File: config.mk
export PLATFORM = sky130hd
export DESIGN_NAME = sonet_tx_path_pointer_control
export DESIGN_NICKNAME = d
export VERILOG_FILES = /design/src/core/tx_ptr_pkg.sv /design/src/core/tx_ovh_byte_mux.sv /design/src/core/sonet_tx_path_pointer_control.sv
export SDC_FILE = /design/constraint.sdc
export NUM_CORES = 1
export LEC_CHECK = 0
export BUFFER_PORTS_ARGS = -buffer_cell sky130_fd_sc_hd__buf_2
export CAP_MARGIN = 0
export CORE_ASPECT_RATIO = 0.75
export CORE_MARGIN = 2
export CORE_UTILIZATION = 35
export DETAILED_ROUTE_END_ITERATION = 8
export SKIP_LAST_GASP = 1
export SLEW_MARGIN = 40
export SYNTH_ARGS = -nofsm -noshare
export SYNTH_HDL_FRONTEND = slang
export SYNTH_HIERARCHICAL = 1
export SYNTH_SLANG_ARGS = --single-unit
File: constraint.sdc
create_clock -name core_clk_in -period 2.55 [get_ports core_clk_in]
set_input_delay 0.51 -clock core_clk_in [delete_from_list [all_inputs] [get_ports core_clk_in]]
set_output_delay 0.51 -clock core_clk_in [all_outputs]
set_load 0.01 [all_outputs]
File: src/core/tx_ptr_pkg.sv
// Constants for the transmit path overhead and pointer control block
package tx_ptr_pkg;

  // ****************************************************************
  // Register offsets
  // ****************************************************************
  localparam logic [7:0] ADDR_TX_PATH_OVERHEAD_CONTROL = 8'h40;
  localparam logic [7:0] ADDR_TX_POINTER_CONTROL       = 8'h41;
  localparam logic [7:0] ADDR_TX_POINTER_LOW_BYTE      = 8'h45;
  localparam logic [7:0] ADDR_TX_POINTER_HIGH_BYTE     = 8'h46;

  // ****************************************************************
  // Reset values
  // ****************************************************************
  localparam logic [7:0] RST_TX_PATH_OVERHEAD_CONTROL = 8'h00;
  localparam logic [7:0] RST_TX_POINTER_CONTROL       = 8'h00;
  localparam logic [7:0] RST_TX_POINTER_LOW_BYTE      = 8'h00;
  localparam logic [7:0] RST_TX_POINTER_HIGH_BYTE     = 8'h90;

  // ****************************************************************
  // Field positions
  // ****************************************************************
  localparam int BIT_PATH_ALARM_INSERT         = 0;
  localparam int BIT_PARITY_BYTE_INVERT        = 1;
  localparam int BIT_POINTER_INCREMENT_REQUEST = 1;
  localparam int BIT_POINTER_DECREMENT_REQUEST = 2;
  localparam int BIT_NEW_DATA_FLAG_INSERT      = 3;
  localparam int BIT_LOAD_POINTER_REQUEST      = 4;
  localparam int BIT_STUFF_SPACING_LIMIT       = 5;
  localparam int BIT_FORCE_POINTER_VALUE       = 6;
  localparam int NDF_MSB                       = 7;
  localparam int NDF_LSB                       = 4;
  localparam int SS_MSB                        = 3;
  localparam int SS_LSB                        = 2;

  // ****************************************************************
  // Pointer constants
  // ****************************************************************
  localparam logic [9:0] POINTER_MAX          = 10'h30E;  // 782
  localparam logic [3:0] NDF_NORMAL           = 4'h6;     // 0110
  localparam logic [9:0] POINTER_I_BIT_MASK   = 10'h2AA;  // Bits 9,7,5,3,1
  localparam logic [9:0] POINTER_D_BIT_MASK   = 10'h155;  // Bits 8,6,4,2,0
  localparam logic [1:0] STUFF_SPACING_FRAMES = 2'h3;     // Three quiet frames, so one in four
  localparam logic [7:0] ALL_ONES_BYTE        = 8'hFF;
  localparam logic [7:0] H3_IDLE_BYTE         = 8'h00;

  // Kind of pointer action applied to the current frame
  typedef enum logic [1:0] {
    ACT_NONE,
    ACT_INC,
    ACT_DEC,
    ACT_LOAD
  } ptr_action_t;

endpackage

File: src/core/tx_ovh_byte_mux.sv
// Output byte selection for the transmit stream
`timescale 1ns/1ps
module tx_ovh_byte_mux
  import tx_ptr_pkg::*;
(
  // Clock and reset
  input  wire logic       core_clk_in,
  input  wire logic       resetn_in,
  // Slot marks
  input  wire logic       h1_slot_in,
  input  wire logic       h2_slot_in,
  input  wire logic       h3_slot_in,
  input  wire logic       b3_slot_in,
  input  wire logic       spe_slot_in,
  // Byte sources
  input  wire logic [7:0] payload_byte_in,
  input  wire logic [7:0] parity_byte_in,
  input  wire logic [7:0] h1_byte_in,
  input  wire logic [7:0] h2_byte_in,
  input  wire logic       h3_carries_data_in,
  // Controls
  input  wire logic       parity_byte_invert_in,
  input  wire logic       path_alarm_insert_in,
  // Result
  output logic [7:0]      tx_byte_out
);

  logic [7:0] tx_byte_nxt;
  logic [7:0] normal_byte;
  logic       alarm_slot;

  // ****************************************************************
  // Selection
  // ****************************************************************
  // Parity slot is inverted whole, giving eight errors per frame
  assign normal_byte = b3_slot_in ? (parity_byte_invert_in ? ~parity_byte_in : parity_byte_in) :
                       h1_slot_in ? h1_byte_in :
                       h2_slot_in ? h2_byte_in :
                       (h3_slot_in && !h3_carries_data_in) ? H3_IDLE_BYTE :
                       payload_byte_in;
  // Alarm overrides the envelope and all three pointer bytes
  assign alarm_slot  = spe_slot_in | h1_slot_in | h2_slot_in | h3_slot_in;
  assign tx_byte_nxt = (path_alarm_insert_in && alarm_slot) ? ALL_ONES_BYTE : normal_byte;

  // Output register
  always_ff @(posedge core_clk_in) begin
    if (!resetn_in) begin
      tx_byte_out <= 8'h00;
    end else begin
      tx_byte_out <= tx_byte_nxt;
    end
  end

endmodule

File: src/core/sonet_tx_path_pointer_control.sv
// Transmit path overhead and payload pointer control with register port
`timescale 1ns/1ps
module sonet_tx_path_pointer_control
  import tx_ptr_pkg::*;
(
  // Clock and reset
  input  wire logic       core_clk_in,
  input  wire logic       resetn_in,
  // Register port
  input  wire logic [7:0] reg_addr_in,
  input  wire logic       reg_wr_in,
  input  wire logic       reg_rd_in,
  input  wire logic [7:0] reg_wdata_in,
  output logic [7:0]      reg_rdata_out,
  // Control from outside this block
  input  wire logic       hold_pointer_fixed_in,
  // Frame timing and upstream bytes
  input  wire logic       frame_start_in,
  input  wire logic       h1_slot_in,
  input  wire logic       h2_slot_in,
  input  wire logic       h3_slot_in,
  input  wire logic       b3_slot_in,
  input  wire logic       spe_slot_in,
  input  wire logic [7:0] payload_byte_in,
  input  wire logic [7:0] parity_byte_in,
  // Transmit stream
  output logic [7:0]      tx_byte_out,
  output logic [9:0]      spe_position_out,
  output logic            stuff_inc_out,
  output logic            stuff_dec_out
);

  // ****************************************************************
  // Declarations
  // ****************************************************************
  // Registers and their next values
  logic [7:0]  ovh_ctrl_r;
  logic [7:0]  ovh_ctrl_nxt;
  logic [7:0]  ptr_ctrl_r;
  logic [7:0]  ptr_ctrl_nxt;
  logic [7:0]  ptr_low_r;
  logic [7:0]  ptr_low_nxt;
  logic [7:0]  ptr_high_r;
  logic [7:0]  ptr_high_nxt;
  logic [7:0]  rdata_nxt;
  logic [9:0]  pointer_r;
  logic [9:0]  pointer_nxt;
  logic [1:0]  quiet_frames_r;
  logic [1:0]  quiet_frames_nxt;
  logic        force_pending_r;
  logic        force_pending_nxt;
  ptr_action_t action_r;
  ptr_action_t action_nxt;
  logic [9:0]  stuff_base_r;
  logic [9:0]  stuff_base_nxt;

  // Decode, request and byte-building wires
  logic        wr_ovh;
  logic        wr_ctrl;
  logic        wr_low;
  logic        wr_high;
  logic [9:0]  arbitrary_pointer_value;
  logic        arb_legal;
  logic        stuff_allowed;
  logic        inc_req;
  logic        dec_req;
  logic        load_req;
  logic        take_load;
  logic        take_inc;
  logic        take_dec;
  logic        force_active;
  logic [9:0]  pointer_plus;
  logic [9:0]  pointer_minus;
  logic [9:0]  sent_pointer;
  logic [3:0]  new_data_flag_value;
  logic [3:0]  sent_flag;
  logic [7:0]  h1_byte;
  logic [7:0]  h2_byte;
  logic [7:0]  ctrl_clear_mask;
  logic        h3_from_payload;

  // ****************************************************************
  // Register port decode
  // ****************************************************************
  // One strobe, one register; unmapped addresses match nothing
  assign wr_ovh  = reg_wr_in && (reg_addr_in == ADDR_TX_PATH_OVERHEAD_CONTROL);
  assign wr_ctrl = reg_wr_in && (reg_addr_in == ADDR_TX_POINTER_CONTROL);
  assign wr_low  = reg_wr_in && (reg_addr_in == ADDR_TX_POINTER_LOW_BYTE);
  assign wr_high = reg_wr_in && (reg_addr_in == ADDR_TX_POINTER_HIGH_BYTE);

  // Pointer value assembled from both registers; software fills both first
  assign arbitrary_pointer_value = {ptr_high_r[1:0], ptr_low_r};
  assign new_data_flag_value     = ptr_high_r[NDF_MSB:NDF_LSB];
  assign arb_legal               = (arbitrary_pointer_value <= POINTER_MAX);

  // ****************************************************************
  // Frame-boundary decisions
  // ****************************************************************
  // Pending requests as software left them
  assign inc_req  = ptr_ctrl_r[BIT_POINTER_INCREMENT_REQUEST];
  assign dec_req  = ptr_ctrl_r[BIT_POINTER_DECREMENT_REQUEST];
  assign load_req = ptr_ctrl_r[BIT_LOAD_POINTER_REQUEST];

  // With spacing on, three quiet frames must pass before the next stuff
  assign stuff_allowed = !ptr_ctrl_r[BIT_STUFF_SPACING_LIMIT] ||
                         (quiet_frames_r == STUFF_SPACING_FRAMES);
  // Load wins over stuffing; fixed pointer silences both stuff requests
  assign take_load = frame_start_in && load_req;
  assign take_inc  = frame_start_in && !load_req && inc_req &&
                     stuff_allowed && !hold_pointer_fixed_in;
  assign take_dec  = frame_start_in && !load_req && !inc_req && dec_req &&
                     stuff_allowed && !hold_pointer_fixed_in;

  // Pointer arithmetic wraps inside the legal range
  assign pointer_plus  = (pointer_r == POINTER_MAX) ? 10'h000 : pointer_r + 10'h001;
  assign pointer_minus = (pointer_r == 10'h000) ? POINTER_MAX : pointer_r - 10'h001;

  // Next pointer for the envelope; illegal loads leave the position alone
  always_comb begin
    pointer_nxt = pointer_r;
    if (take_load && arb_legal) begin
      pointer_nxt = arbitrary_pointer_value;
    end else if (take_inc) begin
      pointer_nxt = pointer_plus;
    end else if (take_dec) begin
      pointer_nxt = pointer_minus;
    end
  end

  // Action carried for the frame that is about to go out
  always_comb begin
    action_nxt = action_r;
    if (frame_start_in) begin
      if (take_load && arb_legal) begin
        action_nxt = ACT_LOAD;
      end else if (take_inc) begin
        action_nxt = ACT_INC;
      end else if (take_dec) begin
        action_nxt = ACT_DEC;
      end else begin
        action_nxt = ACT_NONE;
      end
    end
  end

  // Frames since the last stuff event, saturating
  assign quiet_frames_nxt = !frame_start_in ? quiet_frames_r :
                            (take_inc || take_dec) ? 2'h0 :
                            (quiet_frames_r == STUFF_SPACING_FRAMES) ? quiet_frames_r :
                            quiet_frames_r + 2'h1;

  // ****************************************************************
  // Stuff frame pointer base
  // ****************************************************************
  // A stuff frame sends the old value with I or D bits inverted while the
  // envelope already sits at the new position, so the old one is kept here
  assign stuff_base_nxt = frame_start_in ? pointer_r : stuff_base_r;

  // Samples only at a frame start, so it stands for the whole stuff frame
  always_ff @(posedge core_clk_in) begin
    if (!resetn_in) begin
      stuff_base_r <= 10'h000;
    end else begin
      stuff_base_r <= stuff_base_nxt;
    end
  end

  // ****************************************************************
  // Forced pointer hold
  // ****************************************************************
  // A short pulse of the force bit still yields one full forced frame
  assign force_pending_nxt = (wr_ctrl && reg_wdata_in[BIT_FORCE_POINTER_VALUE]) ? 1'b1 :
                             (h2_slot_in && force_active) ? 1'b0 :
                             force_pending_r;
  // The pending flag drops at the H2 slot, once the forced value has gone out
  assign force_active = ptr_ctrl_r[BIT_FORCE_POINTER_VALUE] || force_pending_r;

  // ****************************************************************
  // Control register with self-clearing requests
  // ****************************************************************
  // Requests clear when their frame is taken; a same-cycle write of one wins
  assign ctrl_clear_mask = {3'b000,
                            take_load,
                            1'b0,
                            take_dec,
                            take_inc,
                            1'b0};
  // Reserved bits are dropped on write, so they always read back zero
  assign ptr_ctrl_nxt = wr_ctrl ? {1'b0, reg_wdata_in[6:1], 1'b0} :
                        (ptr_ctrl_r & ~ctrl_clear_mask);
  assign ovh_ctrl_nxt = wr_ovh  ? {6'b000000, reg_wdata_in[1:0]} : ovh_ctrl_r;
  assign ptr_low_nxt  = wr_low  ? reg_wdata_in : ptr_low_r;
  assign ptr_high_nxt = wr_high ? reg_wdata_in : ptr_high_r;

  // Read data; unmapped addresses read zero
  assign rdata_nxt = !reg_rd_in ? reg_rdata_out :
                     (reg_addr_in == ADDR_TX_PATH_OVERHEAD_CONTROL) ? ovh_ctrl_r :
                     (reg_addr_in == ADDR_TX_POINTER_CONTROL)       ? ptr_ctrl_r :
                     (reg_addr_in == ADDR_TX_POINTER_LOW_BYTE)      ? ptr_low_r  :
                     (reg_addr_in == ADDR_TX_POINTER_HIGH_BYTE)     ? ptr_high_r :
                     8'h00;

  // ****************************************************************
  // Pointer bytes
  // ****************************************************************
  // Stuff frames send the old value with I or D bits inverted; the new one follows
  assign sent_pointer = force_active        ? arbitrary_pointer_value :
                        (action_r == ACT_INC) ? (stuff_base_r ^ POINTER_I_BIT_MASK) :
                        (action_r == ACT_DEC) ? (stuff_base_r ^ POINTER_D_BIT_MASK) :
                        pointer_r;
  // Flag value goes out on a load frame or while insertion is on
  assign sent_flag = (ptr_ctrl_r[BIT_NEW_DATA_FLAG_INSERT] || action_r == ACT_LOAD) ?
                     new_data_flag_value : NDF_NORMAL;
  assign h1_byte   = {sent_flag, ptr_high_r[SS_MSB:SS_LSB], sent_pointer[9:8]};
  assign h2_byte   = sent_pointer[7:0];
  // Only a decrement frame lends H3 to the payload; with the alarm off, all others send idle
  assign h3_from_payload = (action_r == ACT_DEC);

  // ****************************************************************
  // State registers
  // ****************************************************************
  // Registers and per-frame pointer state
  always_ff @(posedge core_clk_in) begin
    if (!resetn_in) begin
      ovh_ctrl_r      <= RST_TX_PATH_OVERHEAD_CONTROL;
      ptr_ctrl_r      <= RST_TX_POINTER_CONTROL;
      ptr_low_r       <= RST_TX_POINTER_LOW_BYTE;
      ptr_high_r      <= RST_TX_POINTER_HIGH_BYTE;
      reg_rdata_out   <= 8'h00;
      pointer_r       <= 10'h000;
      quiet_frames_r  <= STUFF_SPACING_FRAMES;
      force_pending_r <= 1'b0;
      action_r        <= ACT_NONE;
    end else begin
      ovh_ctrl_r      <= ovh_ctrl_nxt;
      ptr_ctrl_r      <= ptr_ctrl_nxt;
      ptr_low_r       <= ptr_low_nxt;
      ptr_high_r      <= ptr_high_nxt;
      reg_rdata_out   <= rdata_nxt;
      pointer_r       <= pointer_nxt;
      quiet_frames_r  <= quiet_frames_nxt;
      force_pending_r <= force_pending_nxt;
      action_r        <= action_nxt;
    end
  end

  // ****************************************************************
  // Envelope position and stuff indications
  // ****************************************************************
  // Envelope follows the real pointer, never the forced one
  always_ff @(posedge core_clk_in) begin
    if (!resetn_in) begin
      spe_position_out <= 10'h000;
      stuff_inc_out    <= 1'b0;
      stuff_dec_out    <= 1'b0;
    end else begin
      spe_position_out <= pointer_nxt;
      stuff_inc_out    <= (action_nxt == ACT_INC);
      stuff_dec_out    <= (action_nxt == ACT_DEC);
    end
  end

  // ****************************************************************
  // Output byte stage
  // ****************************************************************
  // Byte choice and the output flop live in a small module of their own
  tx_ovh_byte_mux u_byte_mux (
    .core_clk_in           (core_clk_in),
    .resetn_in             (resetn_in),
    .h1_slot_in            (h1_slot_in),
    .h2_slot_in            (h2_slot_in),
    .h3_slot_in            (h3_slot_in),
    .b3_slot_in            (b3_slot_in),
    .spe_slot_in           (spe_slot_in),
    .payload_byte_in       (payload_byte_in),
    .parity_byte_in        (parity_byte_in),
    .h1_byte_in            (h1_byte),
    .h2_byte_in            (h2_byte),
    .h3_carries_data_in    (h3_from_payload),
    .parity_byte_invert_in (ovh_ctrl_r[BIT_PARITY_BYTE_INVERT]),
    .path_alarm_insert_in  (ovh_ctrl_r[BIT_PATH_ALARM_INSERT]),
    .tx_byte_out           (tx_byte_out)
  );

endmodule

== Yosys cells after proc, flatten, opt, wreduce, memory -nomap -nowiden ==
Cells that the tools add are included.
Word-level totals
  bits of input ports: 43
  register bits after elaboration: 69
  logic and storage cells: 99
Cells by class
  reduce and logical (&&, ||, !) cells: 32
  equality and inequality tests: 12
  magnitude comparators: 1
  add/subtract/negate cells: 3
  muxes and demuxes: 28
  bitwise gates (word level): 9
Operators by type and width (number)
  $mux W10: 8
  $mux W8: 10
  $eq A8 B7 Y1 const B: 4
  $logic_and A1 B1 Y1: 18
  $mux W2: 6
  $add A10 B1 Y10 const B: 1
  $eq A10 B10 Y1 const B: 1
  $le A10 B10 Y1 const B: 1
  $logic_not A10 Y1: 1
  $not A5 Y5: 2
  $sub A10 B1 Y10 const B: 1
  $and A8 B8 Y8: 1
  $eq A2 B2 Y1 const B: 4
  $not A5 Y8: 1
  $not A8 Y8: 1
  $mux W7: 1
  $logic_not A1 Y1: 5
  $eq A2 B1 Y1 const B: 2
  $logic_or A1 B1 Y1: 4
  $mux W4: 1
  $or A1 B1 Y1: 3
  $reduce_bool A3 Y1: 1
  $add A2 B1 Y2 const B: 1
  $mux W1: 2
  other kinds (5): 5

== Logic depth before layout (Yosys ltp) ==
Gate-level depths: netlist of run 1.
  depth after elaboration: 11
  depth in mapped cells: 9

== By module ==
The synthesis of run 1 kept the hierarchy.
Modules (own cells, without submodules)
  sonet_tx_path_pointer_control: cells each 430, area each 3468.3 um^2, times used 1
  tx_ovh_byte_mux: cells each 73, area each 598.1 um^2, times used 1

== Worst setup path after synthesis of run 1 ==
OpenSTA, ideal clock, no wires.
  path kind: reg-to-reg
  start point: register, netlist name spe_position_out[1]
  end point: register spe_position_out[5]
  buffers on the path: 1
  clock period less this slack: 2.258 ns
  required time: 2.430 ns
  arrival: 2.138 ns
  slack: 0.292 ns
  stages on the path, launching flop included: 9
  cell sequence: dfxtp_1 clkbuf_1 inv_1 ha_1 or4b_1 or3_1 nand3_1 a311oi_1 o31a_1
RTL lines
  end signal, assigned: line sonet_tx_path_pointer_control.sv:257  | spe_position_out <= pointer_nxt;
  end, declared: line sonet_tx_path_pointer_control.sv:28  | output logic [9:0] spe_position_out,

==> results of run 1 <==
per-layer routing:
| layer | track usage [%] | vias up |
|---|---|---|
| met5 | 0 | - |
| met4 | 5.16 | 0 |
| met3 | 5.73 | 14 |
| met2 | 29.9 | 161 |
| met1 | 32.1 | 1970 |
| li1 | - | 1982 |
cell usage after synthesis (5+ instances only):
cell type	number	area [um^2]
inv_1	16	60.1
a21oi_1	30	150
o21a_1	5	37.5
a221o_1	9	90.1
nand3b_1	8	60.1
xor2_1	9	78.8
nand4_1	7	43.8
nand3_1	12	60.1
nand2b_1	13	81.3
dfxtp_1	67	1340
nor2b_1	7	43.8
clkbuf_1	20	75.1
o21ai_0	18	90.1
buf_2	6	30.0
nand2_1	58	218
a22o_1	9	78.8
nor2_1	49	184
mux2i_1	36	360
nor3_1	7	35.0
a31oi_1	14	87.6
o211ai_1	20	150
worst paths after layout:
path,start,endpoint,slack [ps],cells past startpoint
min reg2reg,reg_rdata_out[3],reg_rdata_out[3],440,2
max,spe_position_out[0],spe_position_out[5],230,7
min,reg_rdata_out[3],reg_rdata_out[3],440,2
max reg2reg,spe_position_out[0],spe_position_out[5],230,7
where the power goes:
| group | switching, mW | leakage [nW] | internal [mW] | total (mW) |
|---|---|---|---|---|
| clock network | 0.456 | 0.155 | 0.819 | 1.27 |
| registers | 0.00564 | 0.542 | 1.06 | 1.07 |
| logic | 0.106 | 1.32 | 0.0740 | 0.180 |
cell families (layout without fill, tap and decap cells):
group                      after synthesis  count (layout)
AOI/OAI and AO/OA                      135             135
xor gates and xnor gates                11              11
adders and majority gates                4               4
buffers and inverters                   53             131
DFF                                     67              67
muxes                                   40              40
and+or+nand+nor                        193             193
registers in the layout, indices dropped and copies added, names as in the netlist:
register and flops:
stuff_inc_out 1, reg_rdata_out 8, stuff_base_r 10, force_pending_r 1
u_byte_mux/tx_byte_out 8, quiet_frames_r 2, ovh_ctrl_r 2, ptr_ctrl_r 6
spe_position_out 10, ptr_high_r 8, action_r 2, stuff_dec_out 1
ptr_low_r 8
through the flow:
step	power, mW	cells	cell area (um^2)	util [%]	setup slack [ps]
6_report	2.52	725	4960	43.3	234
5_1_grt	2.62	725	4960	43.3	173
4_1_cts	2.54	725	4960	43.3	269
3_5_place_dp	1.27	709	4650	40.6	147
3_3_place_gp	1.26	709	4650	40.6	220
2_1_floorplan	1.19	503	4070	-	292
cell type report:
class                           instances  area [um^2]
Sequential cell                        67         1340
Multi-Input combinational cell        383         2490
Timing Repair Buffer                   98          573
Clock buffer                           16          312
Inverter                               17         63.8
Fill cell                            1150         6490
Tap cell                              144          180
critical path: cells and delay by family, from the launching register on:
kind                       cells  cell delay [ps]
and+or+nand+nor                4             1210
DFF                            1              320
adders and majority gates      1              280
AOI/OAI and AO/OA              1              280
buffers and inverters          1              110
==> qor.txt, run 1 <==
Post-synthesis simple-gate area fraction: 24.1%
Critical path fanouts, max: 6
Syn Area/Cell: 8.08 um^2
DRT antenna net count: 0
Num rows: 34
Critical path's slowest cell: or4b_1
Inserted Diodes: 0
Yosys cell types: 65
Yosys warns: 6
Peak supply drop: 0.321 mV
# port buffers: 70
PwrDens: 509 nW/um^2
Largest family of logic cells by synthesized area: simple AND/OR/NAND/NOR gates
Asr flop ratio synth: 0%
Tcrit/Tclk final: 90.8%
Die Area: 12500 um^2
LEAKAGE: 2.02 nW
Compound-gate portion of the synthesized area: 23.5%
Nets: 623
Vias after detailed routing: 4127
Max-Cap Viols: 0
Crit Path Category: register to register
Post-synth EDFFs: 0
Clk_skew: 8.32 ps
Number of post-CTS setup repair buffers: 0
CP Capture Type: register
Share of layout cells above drive strength 1: 22.2%
Dpl hpwl: 9820 um
GRT overflow: 0
Worst Hold Class: register to register
Seq cells post-synth: 67
Initial antenna violation count: 0
CP max stage delay: 560 ps
Wire length per cell: 18.4 um
CTS sink count: 67
Seq/Total Area, Yosys: 33.0%
Most frequent cells in the layout: 70 x buf_2, 67 x dfxtp_1, 58 x nand2_1
H-tree depth: 3
Max-slew headroom: 60.5%
Vias in the first global route: 3865
Drt pass-1 iters: 5
Mux cell area share after synthesis: 9.97%
1st-iter DRT viols: 333
Data required, critical path: 2780 ps
Min Tclk post-route: 2320 ps
Area of the core: 11400 um^2
Hold WS: 438 ps
Hold Buf Count CTS: 0
Unrepaired setup endpoints after global routing: false
Final Hold Vio Count: 0
RePlAce Congestion: 0.873
DR WL met2: 5410 um
Root buffer cell: clkbuf_16
CTS tree: done
Chip height: 97.3 um
Top Layer Used: met4
Max Buffers Root-to-Sink: 2
Layout area overhead: 21.9%
M1 WL: 6900 um
DRC: 0
Post-cts sizing count: 0
Setup-failing EPs final: 0
Clock-pin slew on the worst setup and hold paths: 60 ps
Status: completed
Largest net degree at the start of global routing: 35
Commonest non-fill, non-tap cell in the layout: buf_2
Critical-path cell list: inv_1, ha_1, or4b_1, or3_1, nand4_1, nor2_1, o31a_1
Number of buffers created by CTS: 9
Slew @ Worst Pin: 590 ps
Met3 wire length: 901 um
Clk Latency, worst-skew pair: 340 ps
Worst path arrival time: 2540 ps
Top FF cell, synth: dfxtp_1
First-pass GRT wire length: 20900 um
Synthesized net count: 550
FMAX: 432 MHz
Xor-xnor portion of the synthesized cell area: 2.37%
Die X: 128 um
Starting density of the core: 35.5%
Final WL: 13300 um
Max Slew Vio Count: 0
Fin Setup TNS: 0 ps
Startpoint Class: register
Adder-cell area share of the yosys netlist: 1.23%
Vias per std cell: 5.69
Syn Std Cell Area: 4070 um^2
Ports: 71
Gr usage total: 21.3%
Post-Syn Instances: 503
No activity file was read; power rests on OpenSTA's default activity.
==> inputs of run 2 (changes only) <==
Settings changed: CELL_PAD_IN_SITES_DETAIL_PLACEMENT set to 1, CELL_PAD_IN_SITES_GLOBAL_PLACEMENT set to 2, CORE_UTILIZATION 35 to 33, PLACE_DENSITY_LB_ADDON set to 0.1.
==> run 2 against run 1 <==
Clock skew is 2.7 ps lower. Final area is 0.18% higher. Flip-flop and latch count stayed put. Final cell count increased by 2.9%. Setup slack better by 150 ps. First-iteration DRC count shrank 40%. Core utilization fell by 2.5 points. Sequential share of layout area about the same. Clock power is 6% lower. Critical path type unchanged. Largest cell class unchanged. Largest power group unchanged. Highest routed layer unchanged.
==> qor.txt, run 2 (same netlist as run 1, synthesis figures left out) <==
Setup-failing EPs final: 0
LEAKAGE: 2.01 nW
Chip height: 100 um
CTS tree: done
Ports: 71
Starting density of the core: 33.4%
Vias per std cell: 5.42
Initial antenna violation count: 1
Fill count: 1531
Post-cts sizing count: 0
Critical path fanouts, max: 4
First-pass GRT wire length: 23100 um
Largest regs: spe_position_out (10), stuff_base_r (10)
Number of post-CTS setup repair buffers: 0
Clock-pin slew on the worst setup and hold paths: 60 ps
CTS sink count: 67
Vias after detailed routing: 4046
Share of layout cells above drive strength 1: 22.1%
Max Buffers Root-to-Sink: 2
Sw Ratio: 23.7%
Worst Hold Class: primary input to register
Clock network fraction of total power: 48.8%
Unrepaired setup endpoints after global routing: false
Max Slew Vio Count: 0
Area after DPL: 4690 um^2
Worst path arrival time: 2390 ps
# port buffers: 70
Inserted Diodes: 0
Sequential power share: 43.7%
Hold Buf Count CTS: 0
Logic gate share of total power: 7.5%
Area of the core: 12200 um^2
Final WL: 14600 um
Drt pass-1 iters: 4
Wire length per cell: 19.6 um
Vias in the first global route: 4008
Fin Setup TNS: 0 ps
Crit Path Category: register to register
Layout area overhead: 22.1%
DRC: 0
Commonest non-fill, non-tap cell in the layout: buf_2
Nets: 623
Startpoint Class: register
Num rows: 35
Final Hold Vio Count: 0
1st-iter DRT viols: 201
Gr usage total: 22.6%
Root buffer cell: clkbuf_16
Number of buffers created by CTS: 9
Clk_skew: 5.63 ps
Psw: 578 uW
Die Area: 13200 um^2
Min Tclk post-route: 2170 ps
Most frequent cells in the layout: 70 x buf_2, 67 x dfxtp_1, 58 x nand2_1
Max-slew headroom: 56.9%
FMAX: 461 MHz
PwrDens: 492 nW/um^2
Max-Cap Viols: 0
RePlAce Congestion: 0.867
Peak supply drop: 0.297 mV
Clk Latency, worst-skew pair: 330 ps
Die X: 132 um
Dpl hpwl: 11000 um
GRT overflow: 0
Flop-to-flop setup slack: 380 ps
Largest net degree at the start of global routing: 44
H-tree depth: 3
Tcrit/Tclk final: 85.0%
Slew @ Worst Pin: 645 ps
CP Capture Type: register
Status: completed
Data required, critical path: 2770 ps
DRT antenna net count: 0
Internal power: 1.86 mW
Final Instance Area: 4970 um^2
run 2: area by class of cell:
cell class	count	area (um^2)	share of cell area [%]
clock inverter	2	10.0	0.202
timing repair buffer	98	586	11.8
sequential	67	1340	27.0
tap	166	208	4.18
clock buffer	13	270	5.44
inverter	17	63.8	1.28
multi-input combinational	383	2490	50.1
run 2: path summary, 6_finish.rpt:
check	from	endpoint	depth (start not counted)
min reg2reg	reg_rdata_out[3]	reg_rdata_out[3]	2
max reg2reg	spe_position_out[0]	spe_position_out[5]	7
min	reg_wdata_in[7]	ptr_high_r[7]	3
max	spe_position_out[0]	spe_position_out[5]	7
run 2: worst max-delay path: stages (launching register included):
cell and delay [ps]:
dfxtp_1 310, inv_1 110, ha_1 210, or4b_1 490
or3_1 440, nand4_1 160, nor2_1 60, o31a_1 280
run 2: metal layers:
| metal | GRT usage (%) | vias up | wire [um] |
|---|---|---|---|
| met1 | 33.0 | 1976 | 7460 |
| met3 | 3.59 | 7 | 693 |
| met4 | 4.96 | 0 | 98 |
| li1 | - | 1981 | - |
| met5 | 0 | - | 0 |
| met2 | 35.2 | 82 | 6370 |
run 2: stage by stage:
step	hold slack (ps)	cells	total power [mW]	util, %	setup slack [ps]
detailed placement	433	731	1.27	38.5	240
floorplan	440	503	1.19	-	292
finish	433	746	2.44	40.8	383
global placement	421	731	1.27	38.5	303
CTS	422	746	2.47	40.8	372
global route	453	746	2.54	40.8	264
run 2: power groups by stage:
stage / Clock, mW / Combinational (mW) / Sequential (mW)
detailed placement: 0 / 0.183 / 1.09
floorplan: 0 / 0.0942 / 1.09
finish: 1.19 / 0.183 / 1.07
global route: 1.27 / 0.201 / 1.07
CTS: 1.22 / 0.184 / 1.07
global placement: 0 / 0.181 / 1.09
==> inputs of run 3 (changes only) <==
Settings changed: CORE_UTILIZATION 33 to 30.
Clock period 2.55 ns to 1.95 ns, I/O delays scaled along.
==> run 3 against run 2 <==
Die area is 9.6% higher. Combinational power is 42% higher. Sequential share of layout area is 2.5 points lower. Critical endpoint unchanged. Largest power group unchanged. Highest routed layer unchanged.
==> qor.txt, run 3 (same netlist as run 1, synthesis figures left out) <==
Chip height: 105 um
Drt pass-1 iters: 5
Max-Cap Viols: 0
PwrDens: 606 nW/um^2
Hold Buf Count CTS: 0
H-tree depth: 3
Ports: 71
Number of post-CTS setup repair buffers: 0
Final Hold Vio Count: 0
Nets: 666
FMAX: 513 MHz
Slew @ Worst Pin: 561 ps
CP Capture Type: register
# port buffers: 70
CTS sink count: 67
Most frequent cells in the layout: 70 x buf_2, 68 x buf_4, 61 x dfxtp_1
R2R cell count: 7
Startpoint Class: register
Die X: 138 um
Inserted Diodes: 0
R2R Path Start: spe_position_out[1]
Final cell utilization of the core: 42.0%
Peak supply drop: 0.414 mV
Critical path fanouts, max: 5
Vias in the first global route: 4268
Hold depth: 3
Area after DPL: 5050 um^2
Die Area: 14500 um^2
Number of buffers created by CTS: 9
Crit Path Category: register to register
Max-slew headroom: 62.6%
Vias per std cell: 5.34
Hold_sp: reg_wdata_in[7]
Largest regs: spe_position_out (10), stuff_base_r (10)
Max Buffers Root-to-Sink: 2
Gr usage total: 21.5%
Largest net degree at the start of global routing: 25
Placed insts: 779
Root buffer cell: clkbuf_16
Dpl hpwl: 12200 um
Share of layout cells above drive strength 1: 32.1%
Starting density of the core: 31.0%
Clk_skew: 9.92 ps
LEAKAGE: 2.27 nW
Data required, critical path: 2160 ps
Max Slew Vio Count: 0
Min Tclk post-route: 1950 ps
Setup-failing EPs final: 0
Clk Latency, worst-skew pair: 330 ps
Final WL: 15600 um
First-pass GRT wire length: 24500 um
Flop-to-flop setup slack: 1 ps
Hold WS: 323 ps
Hold Path End: ptr_high_r[7]
Pwr Total: 3.33 mW
Layout Cells excl Fill: 795
Initial antenna violation count: 0
1st-iter DRT viols: 171
Commonest non-fill, non-tap cell in the layout: buf_2
DRT antenna net count: 0
Area of the core: 13100 um^2
Wire length per cell: 19.6 um
Status: completed
Tcrit/Tclk final: 99.9%
Layout area overhead: 35.4%
GRT overflow: 0
Vias after detailed routing: 4244
CTS tree: done
Worst path arrival time: 2160 ps
Num rows: 36
Final Instance Area: 5510 um^2
R2r endpoint: spe_position_out[5]
Worst Hold Class: primary input to register
Clock-pin slew on the worst setup and hold paths: 60 ps
Unrepaired setup endpoints after global routing: true
RePlAce Congestion: 0.846
DRC: 0
[run 3: cell types whose count changed in the layout (fill, tap and decap cells not counted), sizes merged]
cell / delta
buf: +43
bufinv: +1
clkinv: -1
clkinvlp: +1
[run 3: timing repair]
action,in CTS,in global routing
endpoints found under the setup margin,7,18
gates resized for setup,4,31
pin swaps,2,6
[run 3: cell type report]
class                           count  area [um^2]
Sequential cell                    67         1350
Clock buffer                       13          260
Inverter                           17         68.8
Fill cell                        1582         7600
Timing Repair Buffer              141          921
Tap cell                          171          214
Multi-Input combinational cell    383         2640
Clock inverter                      3         46.3
[run 3: report_power, final]
part           total, mW  leakage (nW)  switching, mW  internal (mW)
combinational      0.260          1.58          0.149          0.111
clock               1.68         0.146          0.617           1.06
sequential          1.39         0.545        0.00761           1.39
total               3.33          2.27          0.774           2.56
[run 3: how the worst max path moves through the flow]
stage,start,endpoint,slack (ps),cells past startpoint
after detailed placement,reg_addr_in[4],ptr_low_r[0],-190,7
final,spe_position_out[1],spe_position_out[5],1,7
after CTS,spe_position_out[6],spe_position_out[3],-8,6
after global placement,reg_addr_in[4],force_pending_r,-100,7
after floorplan,spe_position_out[1],spe_position_out[5],-80,8
after global routing,spe_position_out[1],spe_position_out[3],-60,9
[run 3: metrics by stage]
step                      setup TNS, ps  setup WS [ps]
after global routing               -206          -60.1
after CTS                         -7.75          -7.75
after detailed placement          -2690           -186
final                                 0           1.13
after floorplan                    -180          -77.0
after global placement            -1390           -102
[run 3: metal layers]
layer	track usage, %	wire [um]
met1	32.4	7930
met2	31.5	6660
met3	4.31	857
met4	4.37	132
met5	0	0
[run 3: critical path, cell delays in order, from the launching register on]
cell,delay [ps]
dfxtp_4,360
inv_4,60
ha_4,120
or4b_4,470
or3_4,380
nand4_1,120
nor2_1,50
o31a_1,270
